$ cat src/idd_defines.svh
`ifndef IDD_DEFINES_SVH
`define IDD_DEFINES_SVH

// field start positions, counted from the leftmost word bit as 0
`define IDD_POS_FUNC 8'h00
`define IDD_POS_SUBF 8'h08
`define IDD_POS_REG1 8'h08
`define IDD_POS_REG2 8'h10
`define IDD_POS_REG3 8'h18
`define IDD_POS_REG4 8'h20
`define IDD_POS_REG5 8'h28
`define IDD_POS_REG6 8'h30
`define IDD_POS_REG7 8'h38
`define IDD_POS_IMM 8'h10
`define IDD_POS_BITSEL 8'h12
// field lengths in bits
`define IDD_LEN_BYTE 8'h08
`define IDD_LEN_IMM48 8'h30
`define IDD_LEN_IMM24 8'h18
`define IDD_LEN_IMM16 8'h10
`define IDD_LEN_BITSEL 8'h06
`define IDD_WORD_BITS 8'h40
// selector bit that marks a long word
`define IDD_LONG_BIT 7
// masks of meaningful subfunction bits
`define IDD_SUBF_ALL 8'hFF
`define IDD_SUBF_NONE 8'h00
// operation selectors with special field handling
`define IDD_OP_B0 8'hB0
`define IDD_OP_B5 8'hB5
`define IDD_OP_B6 8'hB6
`define IDD_OP_BE 8'hBE
`define IDD_OP_BF 8'hBF
`define IDD_OP_CD 8'hCD
`define IDD_OP_CE 8'hCE
`define IDD_OP_3E 8'h3E
`define IDD_OP_3F 8'h3F
`define IDD_OP_4D 8'h4D
`define IDD_OP_4E 8'h4E
`define IDD_OP_2A 8'h2A
`define IDD_OP_3D 8'h3D
`define IDD_OP_32 8'h32
`define IDD_OP_33 8'h33
`define IDD_OP_SPV_LO 8'hA0
`define IDD_OP_SPV_HI 8'hAF
// indices into the register-valid vector
`define IDD_RV_A 0
`define IDD_RV_B 1
`define IDD_RV_C 2
`define IDD_RV_X 3
`define IDD_RV_Y 4
`define IDD_RV_Z 5
`define IDD_RV_R 6
`define IDD_RV_S 7
`define IDD_RV_T 8
`define IDD_RV_NUM 9

`endif

$ cat src/idd_pkg.sv
`default_nettype none
package idd_pkg;
  // instruction format types
  typedef enum logic [3:0] {
    IDD_FMT_NONE = 4'h0, IDD_FMT_1 = 4'h1, IDD_FMT_2 = 4'h2, IDD_FMT_3 = 4'h3,
    IDD_FMT_4 = 4'h4, IDD_FMT_5 = 4'h5, IDD_FMT_6 = 4'h6, IDD_FMT_7 = 4'h7,
    IDD_FMT_8 = 4'h8, IDD_FMT_9 = 4'h9, IDD_FMT_A = 4'hA, IDD_FMT_B = 4'hB,
    IDD_FMT_C = 4'hC
  } idd_fmt_t;
  // how the immediate field is taken
  typedef enum logic [2:0] {
    IDD_IMM_NONE = 3'h0, IDD_IMM_BRIDX48 = 3'h1, IDD_IMM_OPND24 = 3'h2,
    IDD_IMM_OPND48 = 3'h3, IDD_IMM_OPND16 = 3'h4, IDD_IMM_BITSEL = 3'h5
  } idd_imm_t;
  // meaning of the z register field
  typedef enum logic [2:0] {
    IDD_Z_NONE = 3'h0, IDD_Z_CTLVEC = 3'h1, IDD_Z_ORDVEC = 3'h2,
    IDD_Z_RESIDX = 3'h3, IDD_Z_CMPOPND = 3'h4
  } idd_zrole_t;
  typedef logic [7:0] idd_reg_t;
  // all decoder state
  typedef struct packed {
    logic valid;
    logic [7:0] opcode;
    logic defined;
    logic long_word;
    idd_fmt_t fmt;
    logic [7:0] subf;
    logic [7:0] subf_used;
    idd_imm_t imm_kind;
    logic [47:0] imm;
    logic [5:0] bit_sel;
    idd_reg_t reg_a;
    idd_reg_t reg_b;
    idd_reg_t reg_c;
    idd_reg_t reg_x;
    idd_reg_t reg_y;
    idd_reg_t reg_z;
    idd_reg_t reg_r;
    idd_reg_t reg_s;
    idd_reg_t reg_t;
    logic [8:0] reg_valid;
    idd_zrole_t z_role;
    logic r_is_dest;
    logic r_item_count;
    logic t_is_dest;
    logic t_old_state;
    logic t_base_addr;
    logic signed48;
  } idd_state_t;
endpackage : idd_pkg
`default_nettype wire

$ cat src/idd_fmt_if.sv
`default_nettype none
interface idd_fmt_if;
  import idd_pkg::*;
  logic [7:0] opcode;
  idd_fmt_t fmt;
  logic defined;
  logic long_word;
  logic [7:0] subf_used;
  modport lookup (input opcode, output fmt, output defined, output long_word,
                  output subf_used);
  modport user (output opcode, input fmt, input defined, input long_word,
                input subf_used);
endinterface : idd_fmt_if
`default_nettype wire

$ cat src/idd_fmt_lookup.sv
`include "idd_defines.svh"
`default_nettype none
module idd_fmt_lookup
  import idd_pkg::*;
(
  idd_fmt_if.lookup fmt_bus
);
  // ************************************************************
  // selector to format table
  // ************************************************************
  // codes not listed fall to undefined
  function automatic idd_fmt_t fmt_of(input logic [7:0] op);
    idd_fmt_t f;
    f = IDD_FMT_NONE;
    case (op)
      8'h00, 8'h03, 8'h04, 8'h05, 8'h08, 8'h09, 8'h0A,
      8'h0C, 8'h0D, 8'h0E, 8'h0F, `IDD_OP_3D: f = IDD_FMT_4;
      8'h06, 8'h12, 8'h13, 8'h14: f = IDD_FMT_7;
      8'h10, 8'h11: f = IDD_FMT_A;
      `IDD_OP_32: f = IDD_FMT_9;
      `IDD_OP_33: f = IDD_FMT_B;
      `IDD_OP_3E, `IDD_OP_3F, `IDD_OP_4D, `IDD_OP_4E, `IDD_OP_2A: f = IDD_FMT_6;
      `IDD_OP_B6, `IDD_OP_BE, `IDD_OP_BF, `IDD_OP_CD, `IDD_OP_CE: f = IDD_FMT_5;
      default:
      begin
        if (op >= `IDD_OP_B0 && op <= `IDD_OP_B5)
          f = IDD_FMT_C;
        else if (op >= `IDD_OP_SPV_LO && op <= `IDD_OP_SPV_HI)
          f = IDD_FMT_2;
        else
          f = IDD_FMT_NONE;
      end
    endcase
    return f;
  endfunction

  // ************************************************************
  // outputs
  // ************************************************************
  // selector class and meaningful subfunction bits
  always_comb
  begin
    fmt_bus.fmt = fmt_of(fmt_bus.opcode);
    fmt_bus.defined = (fmt_bus.fmt != IDD_FMT_NONE);
    fmt_bus.long_word = fmt_bus.opcode[`IDD_LONG_BIT];
    case (fmt_bus.fmt)
      IDD_FMT_1, IDD_FMT_2, IDD_FMT_3, IDD_FMT_9, IDD_FMT_B, IDD_FMT_C:
        fmt_bus.subf_used = `IDD_SUBF_ALL;
      default:
        fmt_bus.subf_used = `IDD_SUBF_NONE;
    endcase
  end
endmodule // idd_fmt_lookup
`default_nettype wire

$ cat src/idd_decoder.sv
`include "idd_defines.svh"
`default_nettype none
// How it works
// - the operation selector is the leftmost eight bits of every word
// - all 256 selectors accepted; undefined ones flagged by a defined output
// - formats 1,2,3,9,B,C carry an 8-bit subfunction field for variants
// - subfunction occupies word bits 8..15, bit 0 at word bit 15
// - all eight subfunction bits are marked meaningful in those formats, none in others
// - B6 uses 48-bit immediate index with item count register from R
// - CD/CE take low 24 immediate bits; BE/BF take full 48 bits
// - format 6 index operations take a 16-bit immediate operand
// - operation 33 takes a 6-bit immediate flag-register bit number
// - format 4 R and S name arithmetic operand registers
// - formats 5 and 6 R names the destination register, except B6 and 2A
// - format 4 T names the arithmetic result register
// - formats 7,8,9,B T holds base address of result or branch target
// - format A T receives the previous state of a register
// - formats 1 and 3 Y holds offset or index for source B
// - format 2 X, Y, Z hold order vectors for sparse fields A, B, C
// - format 1 Z holds the control vector base gating result C
// - format 3 Z holds the index applied to result field C
// - B0..B5 X and Z supply signed operands from rightmost 48 bits
// - B0..B5 Y holds an index forming the branch target
// - selectors below 80 are 32-bit words, from 80 up 64-bit
// - word bits numbered from leftmost as 0 toward the right
module idd_decoder
  import idd_pkg::*;
(
  input wire logic ref_clk,
  input wire logic reset,
  input wire logic instr_valid,
  input wire logic [63:0] instr_word,
  output logic dec_valid,
  output logic [7:0] dec_opcode,
  output logic dec_defined,
  output logic dec_long_word,
  output idd_fmt_t dec_fmt,
  output logic [7:0] dec_subf,
  output logic [7:0] dec_subf_used,
  output idd_imm_t dec_imm_kind,
  output logic [47:0] dec_imm,
  output logic [5:0] dec_bit_sel,
  output idd_reg_t dec_reg_a,
  output idd_reg_t dec_reg_b,
  output idd_reg_t dec_reg_c,
  output idd_reg_t dec_reg_x,
  output idd_reg_t dec_reg_y,
  output idd_reg_t dec_reg_z,
  output idd_reg_t dec_reg_r,
  output idd_reg_t dec_reg_s,
  output idd_reg_t dec_reg_t,
  output logic [8:0] dec_reg_valid,
  output idd_zrole_t dec_z_role,
  output logic dec_r_is_dest,
  output logic dec_r_item_count,
  output logic dec_t_is_dest,
  output logic dec_t_old_state,
  output logic dec_t_base_addr,
  output logic dec_signed48
);

  // ************************************************************
  // field extraction helpers
  // ************************************************************
  // pull len bits starting at leftmost-numbered position pos
  function automatic logic [47:0] fld(input logic [63:0] w, input logic [7:0] pos,
                                      input logic [7:0] len);
    logic [63:0] sh;
    logic [63:0] m;
    logic [7:0] amt;
    amt = 8'(`IDD_WORD_BITS - pos - len);
    sh = w >> amt;
    m = (64'h1 << len) - 64'h1;
    sh = sh & m;
    return sh[47:0];
  endfunction

  // one 8-bit register designator, used as a direct file index
  function automatic idd_reg_t reg_at(input logic [63:0] w, input logic [7:0] pos);
    logic [47:0] v;
    v = fld(w, pos, `IDD_LEN_BYTE);
    return v[7:0];
  endfunction

  // ************************************************************
  // format lookup
  // ************************************************************
  idd_fmt_if fmt_bus ();

  idd_fmt_lookup u_lookup (
    .fmt_bus (fmt_bus.lookup)
  );

  idd_state_t state_ff;
  idd_state_t nxt_state;
  logic [63:0] word_l;
  logic [47:0] f_tmp;

  // short words sit left-justified; the low half is ignored for them
  always_comb
  begin
    word_l = instr_word;
    if (!fmt_bus.long_word)
      word_l[31:0] = 32'h0000_0000;
  end

  // selector from leftmost byte
  always_comb
  begin
    f_tmp = fld(instr_word, `IDD_POS_FUNC, `IDD_LEN_BYTE);
    fmt_bus.opcode = f_tmp[7:0];
  end

  // ************************************************************
  // decode
  // ************************************************************
  // next state from the presented word
  always_comb
  begin
    logic [47:0] s_tmp;
    logic [47:0] i_tmp;
    s_tmp = 48'h0;
    i_tmp = 48'h0;
    nxt_state = state_ff;
    nxt_state.valid = instr_valid;
    if (instr_valid)
    begin
      nxt_state = '0;
      nxt_state.valid = 1'b1;
      nxt_state.opcode = fmt_bus.opcode;
      nxt_state.defined = fmt_bus.defined;
      nxt_state.long_word = fmt_bus.long_word;
      nxt_state.fmt = fmt_bus.fmt;
      nxt_state.subf_used = fmt_bus.subf_used;
      // unused areas are trusted to be zero, no check here
      case (fmt_bus.fmt)
        // vector, sparse vector, string and compare-branch layouts
        IDD_FMT_1, IDD_FMT_2, IDD_FMT_3, IDD_FMT_C:
        begin
          s_tmp = fld(word_l, `IDD_POS_SUBF, `IDD_LEN_BYTE);
          nxt_state.subf = s_tmp[7:0] & fmt_bus.subf_used;
          nxt_state.reg_x = reg_at(word_l, `IDD_POS_REG2);
          nxt_state.reg_a = reg_at(word_l, `IDD_POS_REG3);
          nxt_state.reg_y = reg_at(word_l, `IDD_POS_REG4);
          nxt_state.reg_b = reg_at(word_l, `IDD_POS_REG5);
          nxt_state.reg_z = reg_at(word_l, `IDD_POS_REG6);
          nxt_state.reg_c = reg_at(word_l, `IDD_POS_REG7);
          nxt_state.reg_valid[`IDD_RV_X] = 1'b1;
          nxt_state.reg_valid[`IDD_RV_Y] = 1'b1;
          nxt_state.reg_valid[`IDD_RV_Z] = 1'b1;
          nxt_state.reg_valid[`IDD_RV_A] = 1'b1;
          nxt_state.reg_valid[`IDD_RV_B] = 1'b1;
          nxt_state.reg_valid[`IDD_RV_C] = 1'b1;
          case (fmt_bus.fmt)
            IDD_FMT_1: nxt_state.z_role = IDD_Z_CTLVEC;
            IDD_FMT_2: nxt_state.z_role = IDD_Z_ORDVEC;
            IDD_FMT_3: nxt_state.z_role = IDD_Z_RESIDX;
            default:
            begin
              // compare branches: x and z signed 48-bit, y target index
              nxt_state.z_role = IDD_Z_CMPOPND;
              nxt_state.signed48 = 1'b1;
            end
          endcase
        end
        // three-register arithmetic layout
        IDD_FMT_4:
        begin
          nxt_state.reg_r = reg_at(word_l, `IDD_POS_REG1);
          nxt_state.reg_s = reg_at(word_l, `IDD_POS_REG2);
          nxt_state.reg_t = reg_at(word_l, `IDD_POS_REG3);
          nxt_state.reg_valid[`IDD_RV_R] = 1'b1;
          nxt_state.reg_valid[`IDD_RV_S] = 1'b1;
          nxt_state.reg_valid[`IDD_RV_T] = 1'b1;
          nxt_state.t_is_dest = 1'b1;
        end
        // register plus long immediate
        IDD_FMT_5:
        begin
          nxt_state.reg_r = reg_at(word_l, `IDD_POS_REG1);
          nxt_state.reg_valid[`IDD_RV_R] = 1'b1;
          if (fmt_bus.opcode == `IDD_OP_B6)
          begin
            i_tmp = fld(word_l, `IDD_POS_IMM, `IDD_LEN_IMM48);
            nxt_state.imm = i_tmp;
            nxt_state.imm_kind = IDD_IMM_BRIDX48;
            nxt_state.r_item_count = 1'b1;
          end
          else if (fmt_bus.opcode == `IDD_OP_CD || fmt_bus.opcode == `IDD_OP_CE)
          begin
            i_tmp = fld(word_l, `IDD_POS_IMM + `IDD_LEN_IMM24, `IDD_LEN_IMM24);
            nxt_state.imm = i_tmp;
            nxt_state.imm_kind = IDD_IMM_OPND24;
            nxt_state.r_is_dest = 1'b1;
          end
          else
          begin
            i_tmp = fld(word_l, `IDD_POS_IMM, `IDD_LEN_IMM48);
            nxt_state.imm = i_tmp;
            nxt_state.imm_kind = IDD_IMM_OPND48;
            nxt_state.r_is_dest = 1'b1;
          end
        end
        // register plus short immediate
        IDD_FMT_6:
        begin
          nxt_state.reg_r = reg_at(word_l, `IDD_POS_REG1);
          nxt_state.reg_valid[`IDD_RV_R] = 1'b1;
          i_tmp = fld(word_l, `IDD_POS_IMM, `IDD_LEN_IMM16);
          nxt_state.imm = i_tmp;
          nxt_state.imm_kind = IDD_IMM_OPND16;
          // the register operation of this layout has its own meaning for r
          nxt_state.r_is_dest = (fmt_bus.opcode != `IDD_OP_2A);
        end
        // branch and nontypical layouts with r, s, t
        IDD_FMT_7, IDD_FMT_8, IDD_FMT_A:
        begin
          nxt_state.reg_r = reg_at(word_l, `IDD_POS_REG1);
          nxt_state.reg_s = reg_at(word_l, `IDD_POS_REG2);
          nxt_state.reg_t = reg_at(word_l, `IDD_POS_REG3);
          nxt_state.reg_valid[`IDD_RV_R] = 1'b1;
          nxt_state.reg_valid[`IDD_RV_S] = 1'b1;
          nxt_state.reg_valid[`IDD_RV_T] = 1'b1;
          if (fmt_bus.fmt == IDD_FMT_A)
          begin
            nxt_state.t_old_state = 1'b1;
            nxt_state.t_is_dest = 1'b1;
          end
          else
            nxt_state.t_base_addr = 1'b1;
        end
        // subfunction, s and t branch layout
        IDD_FMT_9:
        begin
          s_tmp = fld(word_l, `IDD_POS_SUBF, `IDD_LEN_BYTE);
          nxt_state.subf = s_tmp[7:0] & fmt_bus.subf_used;
          nxt_state.reg_s = reg_at(word_l, `IDD_POS_REG2);
          nxt_state.reg_t = reg_at(word_l, `IDD_POS_REG3);
          nxt_state.reg_valid[`IDD_RV_S] = 1'b1;
          nxt_state.reg_valid[`IDD_RV_T] = 1'b1;
          nxt_state.t_base_addr = 1'b1;
        end
        // flag-bit branch layout
        IDD_FMT_B:
        begin
          s_tmp = fld(word_l, `IDD_POS_SUBF, `IDD_LEN_BYTE);
          nxt_state.subf = s_tmp[7:0] & fmt_bus.subf_used;
          i_tmp = fld(word_l, `IDD_POS_BITSEL, `IDD_LEN_BITSEL);
          nxt_state.bit_sel = i_tmp[5:0];
          nxt_state.imm = i_tmp;
          nxt_state.imm_kind = IDD_IMM_BITSEL;
          nxt_state.reg_t = reg_at(word_l, `IDD_POS_REG3);
          nxt_state.reg_valid[`IDD_RV_T] = 1'b1;
          nxt_state.t_base_addr = 1'b1;
        end
        default:
        begin
          // undefined selector: only selector, word length and class are reported
          nxt_state.fmt = IDD_FMT_NONE;
        end
      endcase
    end
  end

  // ************************************************************
  // state register
  // ************************************************************
  // one register holds every decoded field
  always_ff @(posedge ref_clk or posedge reset)
  begin
    if (reset)
      state_ff <= '0;
    else
      state_ff <= nxt_state;
  end

  // ************************************************************
  // outputs
  // ************************************************************
  // all fields straight from the state register
  assign dec_valid = state_ff.valid;
  assign dec_opcode = state_ff.opcode;
  assign dec_defined = state_ff.defined;
  assign dec_long_word = state_ff.long_word;
  assign dec_fmt = state_ff.fmt;
  assign dec_subf = state_ff.subf;
  assign dec_subf_used = state_ff.subf_used;
  assign dec_imm_kind = state_ff.imm_kind;
  assign dec_imm = state_ff.imm;
  assign dec_bit_sel = state_ff.bit_sel;
  assign dec_reg_a = state_ff.reg_a;
  assign dec_reg_b = state_ff.reg_b;
  assign dec_reg_c = state_ff.reg_c;
  assign dec_reg_x = state_ff.reg_x;
  assign dec_reg_y = state_ff.reg_y;
  assign dec_reg_z = state_ff.reg_z;
  assign dec_reg_r = state_ff.reg_r;
  assign dec_reg_s = state_ff.reg_s;
  assign dec_reg_t = state_ff.reg_t;
  assign dec_reg_valid = state_ff.reg_valid;
  assign dec_z_role = state_ff.z_role;
  assign dec_r_is_dest = state_ff.r_is_dest;
  assign dec_r_item_count = state_ff.r_item_count;
  assign dec_t_is_dest = state_ff.t_is_dest;
  assign dec_t_old_state = state_ff.t_old_state;
  assign dec_t_base_addr = state_ff.t_base_addr;
  assign dec_signed48 = state_ff.signed48;

endmodule // idd_decoder
`default_nettype wire

$ cat config.mk
export PLATFORM = sky130hd
export DESIGN_NAME = idd_decoder
export DESIGN_NICKNAME = d
export VERILOG_FILES = /design/src/idd_pkg.sv /design/src/idd_fmt_if.sv /design/src/idd_fmt_lookup.sv /design/src/idd_decoder.sv
export VERILOG_INCLUDE_DIRS = /design/src /design/src/src
export SDC_FILE = /design/constraint.sdc
export NUM_CORES = 1
export LEC_CHECK = 0
export ABC_AREA = 0
export BUFFER_PORTS_ARGS = -buffer_cell sky130_fd_sc_hd__buf_2
export CAP_MARGIN = 5
export CORE_MARGIN = 1.5
export CORE_UTILIZATION = 45
export DETAILED_ROUTE_END_ITERATION = 8
export PLACE_DENSITY = 0.75
export SETUP_SLACK_MARGIN = 0.15
export SLEW_MARGIN = 20
export SYNTH_ARGS = -nofsm -noshare
export SYNTH_HDL_FRONTEND = slang
export SYNTH_SLANG_ARGS = --single-unit
$ cat constraint.sdc
create_clock -name ref_clk -period 5 [get_ports ref_clk]
set_clock_uncertainty 0.1 [all_clocks]
set_input_delay 0.75 -clock ref_clk [delete_from_list [all_inputs] [get_ports ref_clk]]
set_output_delay 0.75 -clock ref_clk [all_outputs]
set_load 0.02 [all_outputs]
==> impl_metrics.py <==
metrics = {
    "status": {
        "outcome": "complete, no violations",
    },
    "cts": {
        "htreeDepth": 4,
        "numCtsBuffers": 17,
        "cts_hold_buf": 0,
        "clock_latency_ns": 0.42,
        "postCtsSetupBuffers": 0,
        "clock-sinks": 165,
        "cts_tree": "done",
        "cts_resized": 0,
        "path_clk_slew_ns": 0.06,
        "root_buffer": "clkbuf_16",
        "cts_buffer_depth": 2,
    },
    "worst_setup_path": {
        "regToRegStartpoint": "dec_bit_sel[4]",
        "ff2ff_setup_slack_ns": 4.12,
        "crit_type": "in2reg",
        "timing.rr.end": "dec_bit_sel[4]",
        "cp-start-kind": "input port",
        "rr_worst_depth": 1,
        "cpPeakStageDelay_ns": 0.78,
        "crit_fanout": 55,
        "cp_slowest_cell": "buf_2",
        "critical_path_buf_inv_count": 2,
        "cp-end-kind": "flip-flop",
        "path_delay_family": "simple AND/OR/NAND/NOR gates",
        "critPathRequiredTime_ns": 5.19,
        "crit_arrival_ns": 3.72,
        "path_cells": "buf_2 > nand3b_1 > nand4b_1 > and4_4 > a22oi_2 > buf_4 > o2bb2ai_1",
    },
    "detailed_routing": {
        "ant_nets": 0,
        "wl_um": 19120,
        "drcViolationCount": 0,
        "drt_iter0_markers": 348,
        "drt-wirelength-per-cell_um": 18.97,
        "firstDrtPassIters": 5,
        "vias": 5575,
        "viasPerCell": 5.531,
    },
    "floorplanning": {
        "placementRows": 45,
        "initial_core_util": 0.4591,
        "core_sq_um": 15150,
        "ios": 245,
        "die-width_um": 127.3,
        "die_h_um": 127.3,
        "dieArea_sq_um": 16210,
    },
    "synthesis": {
        "synth_area_sq_um": 6953,
        "syn-mean-instance-area_sq_um": 11.61,
        "synth_cell_types": 54,
        "async_reset_ff_frac": 1.000,
        "yosysWarnings": 0,
        "synth_flop_cell": "dfrtp_1",
        "synth-edff-count": 0,
        "synthCells": 599,
        "ys_ff_latch": 165,
        "yosysSeqAreaShare": 0.5938,
        "syn-num-nets": 666,
    },
    "power": {
        "worst_ir_drop_vdd_v": 0.0002210,
        "finalPower_w": 0.003042,
        "power_density_nw_per_um2": 347.4,
        "leakage_nw": 4.640,
    },
    "cells_and_area": {
        "largest_reg_flops": 48,
        "nets": 874,
        "antenna_cells": 0,
        "drive_gt1_frac": 0.3756,
        "synthToLayoutAreaGrowth_pct": 25.93,
        "final.fill_count": 1287,
    },
    "grt": {
        "grt_usage": 0.2422,
        "grt_max_degree": 166,
        "gr-total-overflow": 0,
        "grt_pass1_wl_um": 30380,
        "grt_pass1_vias": 5479,
        "antenna_found_initial": 0,
    },
    "timing": {
        "fmax_mhz": 283.1,
        "period_needed_ns": 3.533,
        "setup_viol": 0,
        "min_period_over_period": 0.7065,
        "fin_tns_setup_ns": 0,
        "hold_viol": 0,
        "rsz0062_at_grt": "false",
        "worst_pin_slew_ns": 1.055,
        "drv_slew": 0,
        "slew_headroom": 0.2965,
    },
    "min_path": {
        "hold_path_end": "dec_reg_valid[8]",
        "hold_depth": 1,
        "min-delay-start": "dec_reg_valid[8]",
        "hold_class": "reg2reg",
    },
    "placed_design": {
        "gp_congestion": 0.8579,
        "numPortBuffers": 244,
        "dp_hpwl_um": 12810,
    },
    "flow_run": {
        "drv_cap": 0,
    },
}
-- synthesized netlist by cell type, types with 6 or more instances --
cell	count	area [sq um]
nand3_1	13	65.06
buf_4	17	127.6
and2_1	8	50.05
a2bb2oi_1	11	96.34
clkbuf_1	34	127.6
inv_1	23	86.33
nor2_1	32	120.1
a22o_1	16	140.1
a21o_1	11	82.58
buf_2	6	30.03
o2bb2ai_1	94	823.3
mux2_2	16	180.2
nor3_1	10	50.05
dfrtp_1	165	4129
a221oi_1	6	52.55
nand2_1	58	217.7
a21oi_1	18	90.09
-- placed cells by master (no fill, tap or decap), types with 3 or more instances in the layout --
master      Yosys  routed
buf_2           6     243
dfrtp_1       165     165
o2bb2ai_1      94      94
nand2_1        58      58
nor2_1         32      32
inv_1          23      22
a21oi_1        18      18
clkbuf_16       0      17
mux2_2         16      16
a22o_1         16      16
nand3_1        13      13
a2bb2oi_1      11      11
a21o_1         11      11
nor3_1         10      10
and2_1          8       8
a221oi_1        6       6
buf_4          17       6
o21ai_0         5       5
a31oi_1         4       4
clkinvlp_4      0       4
nor2b_1         3       3
nand2b_1        3       3
o21a_1          3       3
clkinv_2        0       3
-- power breakdown --
part	internal, W	total, W	leakage (nW)	switching, W
Sequential	0.00138	0.00140	2.24	0.0000243
Clock	0.000757	0.00131	0.284	0.000557
Combinational	0.000104	0.000327	2.12	0.000223
-- layer usage --
layer	vias up	wire, um	GRT usage
met5	-	0	0
met4	0	349	0.07086
met3	23	1219	0.07621
met2	211	8814	0.3698
met1	2765	8734	0.3340
li1	2576	-	-
-- how the worst max path moves through the flow --
| stage | startpoint | endpoint | slack, ns | cells past startpoint |
|---|---|---|---|---|
| 6_report | instr_word[63] | dec_reg_c[0] | 1.47 | 7 |
| 4_1_cts | instr_word[63] | dec_reg_c[0] | 1.48 | 7 |
| 5_1_grt | instr_word[63] | dec_reg_c[2] | 1.25 | 7 |
| 2_1_floorplan | reset | dec_bit_sel[0] | 2.05 | 1 |
| 3_5_place_dp | instr_word[63] | dec_reg_c[0] | 1.05 | 7 |
| 3_3_place_gp | instr_word[63] | dec_reg_valid[5] | 1.19 | 7 |
-- cell type report --
type                    instances  area (sq um)  share of cell area
flip-flops and latches        165          4129              0.4716
multi-input cells             349          2425              0.2769
repair buffers                250          1281              0.1463
clock buffers                  19         442.9             0.05059
well taps                     188         235.2             0.02686
clock inverters                13         146.4             0.01672
inverters                      24         96.34             0.01100
-- logic make-up after synthesis --
group,after synthesis,synth area share
compound gates,183,0.2149
flops,165,0.5938
simple gates,147,0.1040
buf+inv,85,0.05740
mux,16,0.02591
xor+xnor,2,0.002520
fa+ha+maj,1,0.001440
-- stage by stage --
stage	instance area [sq um]	hold slack (ns)	utilization	cells	setup WS, ns
after floorplan	6957	0.4914	-	599	2.051
after global placement	8167	0.3572	0.5392	976	1.195
after detailed placement	8167	0.3651	0.5392	976	1.051
after CTS	8756	0.3821	0.5781	1008	1.483
after global routing	8756	0.3983	0.5781	1008	1.253
final	8756	0.3764	0.5781	1008	1.467
Note: power is estimated with default switching activity, not from simulation.
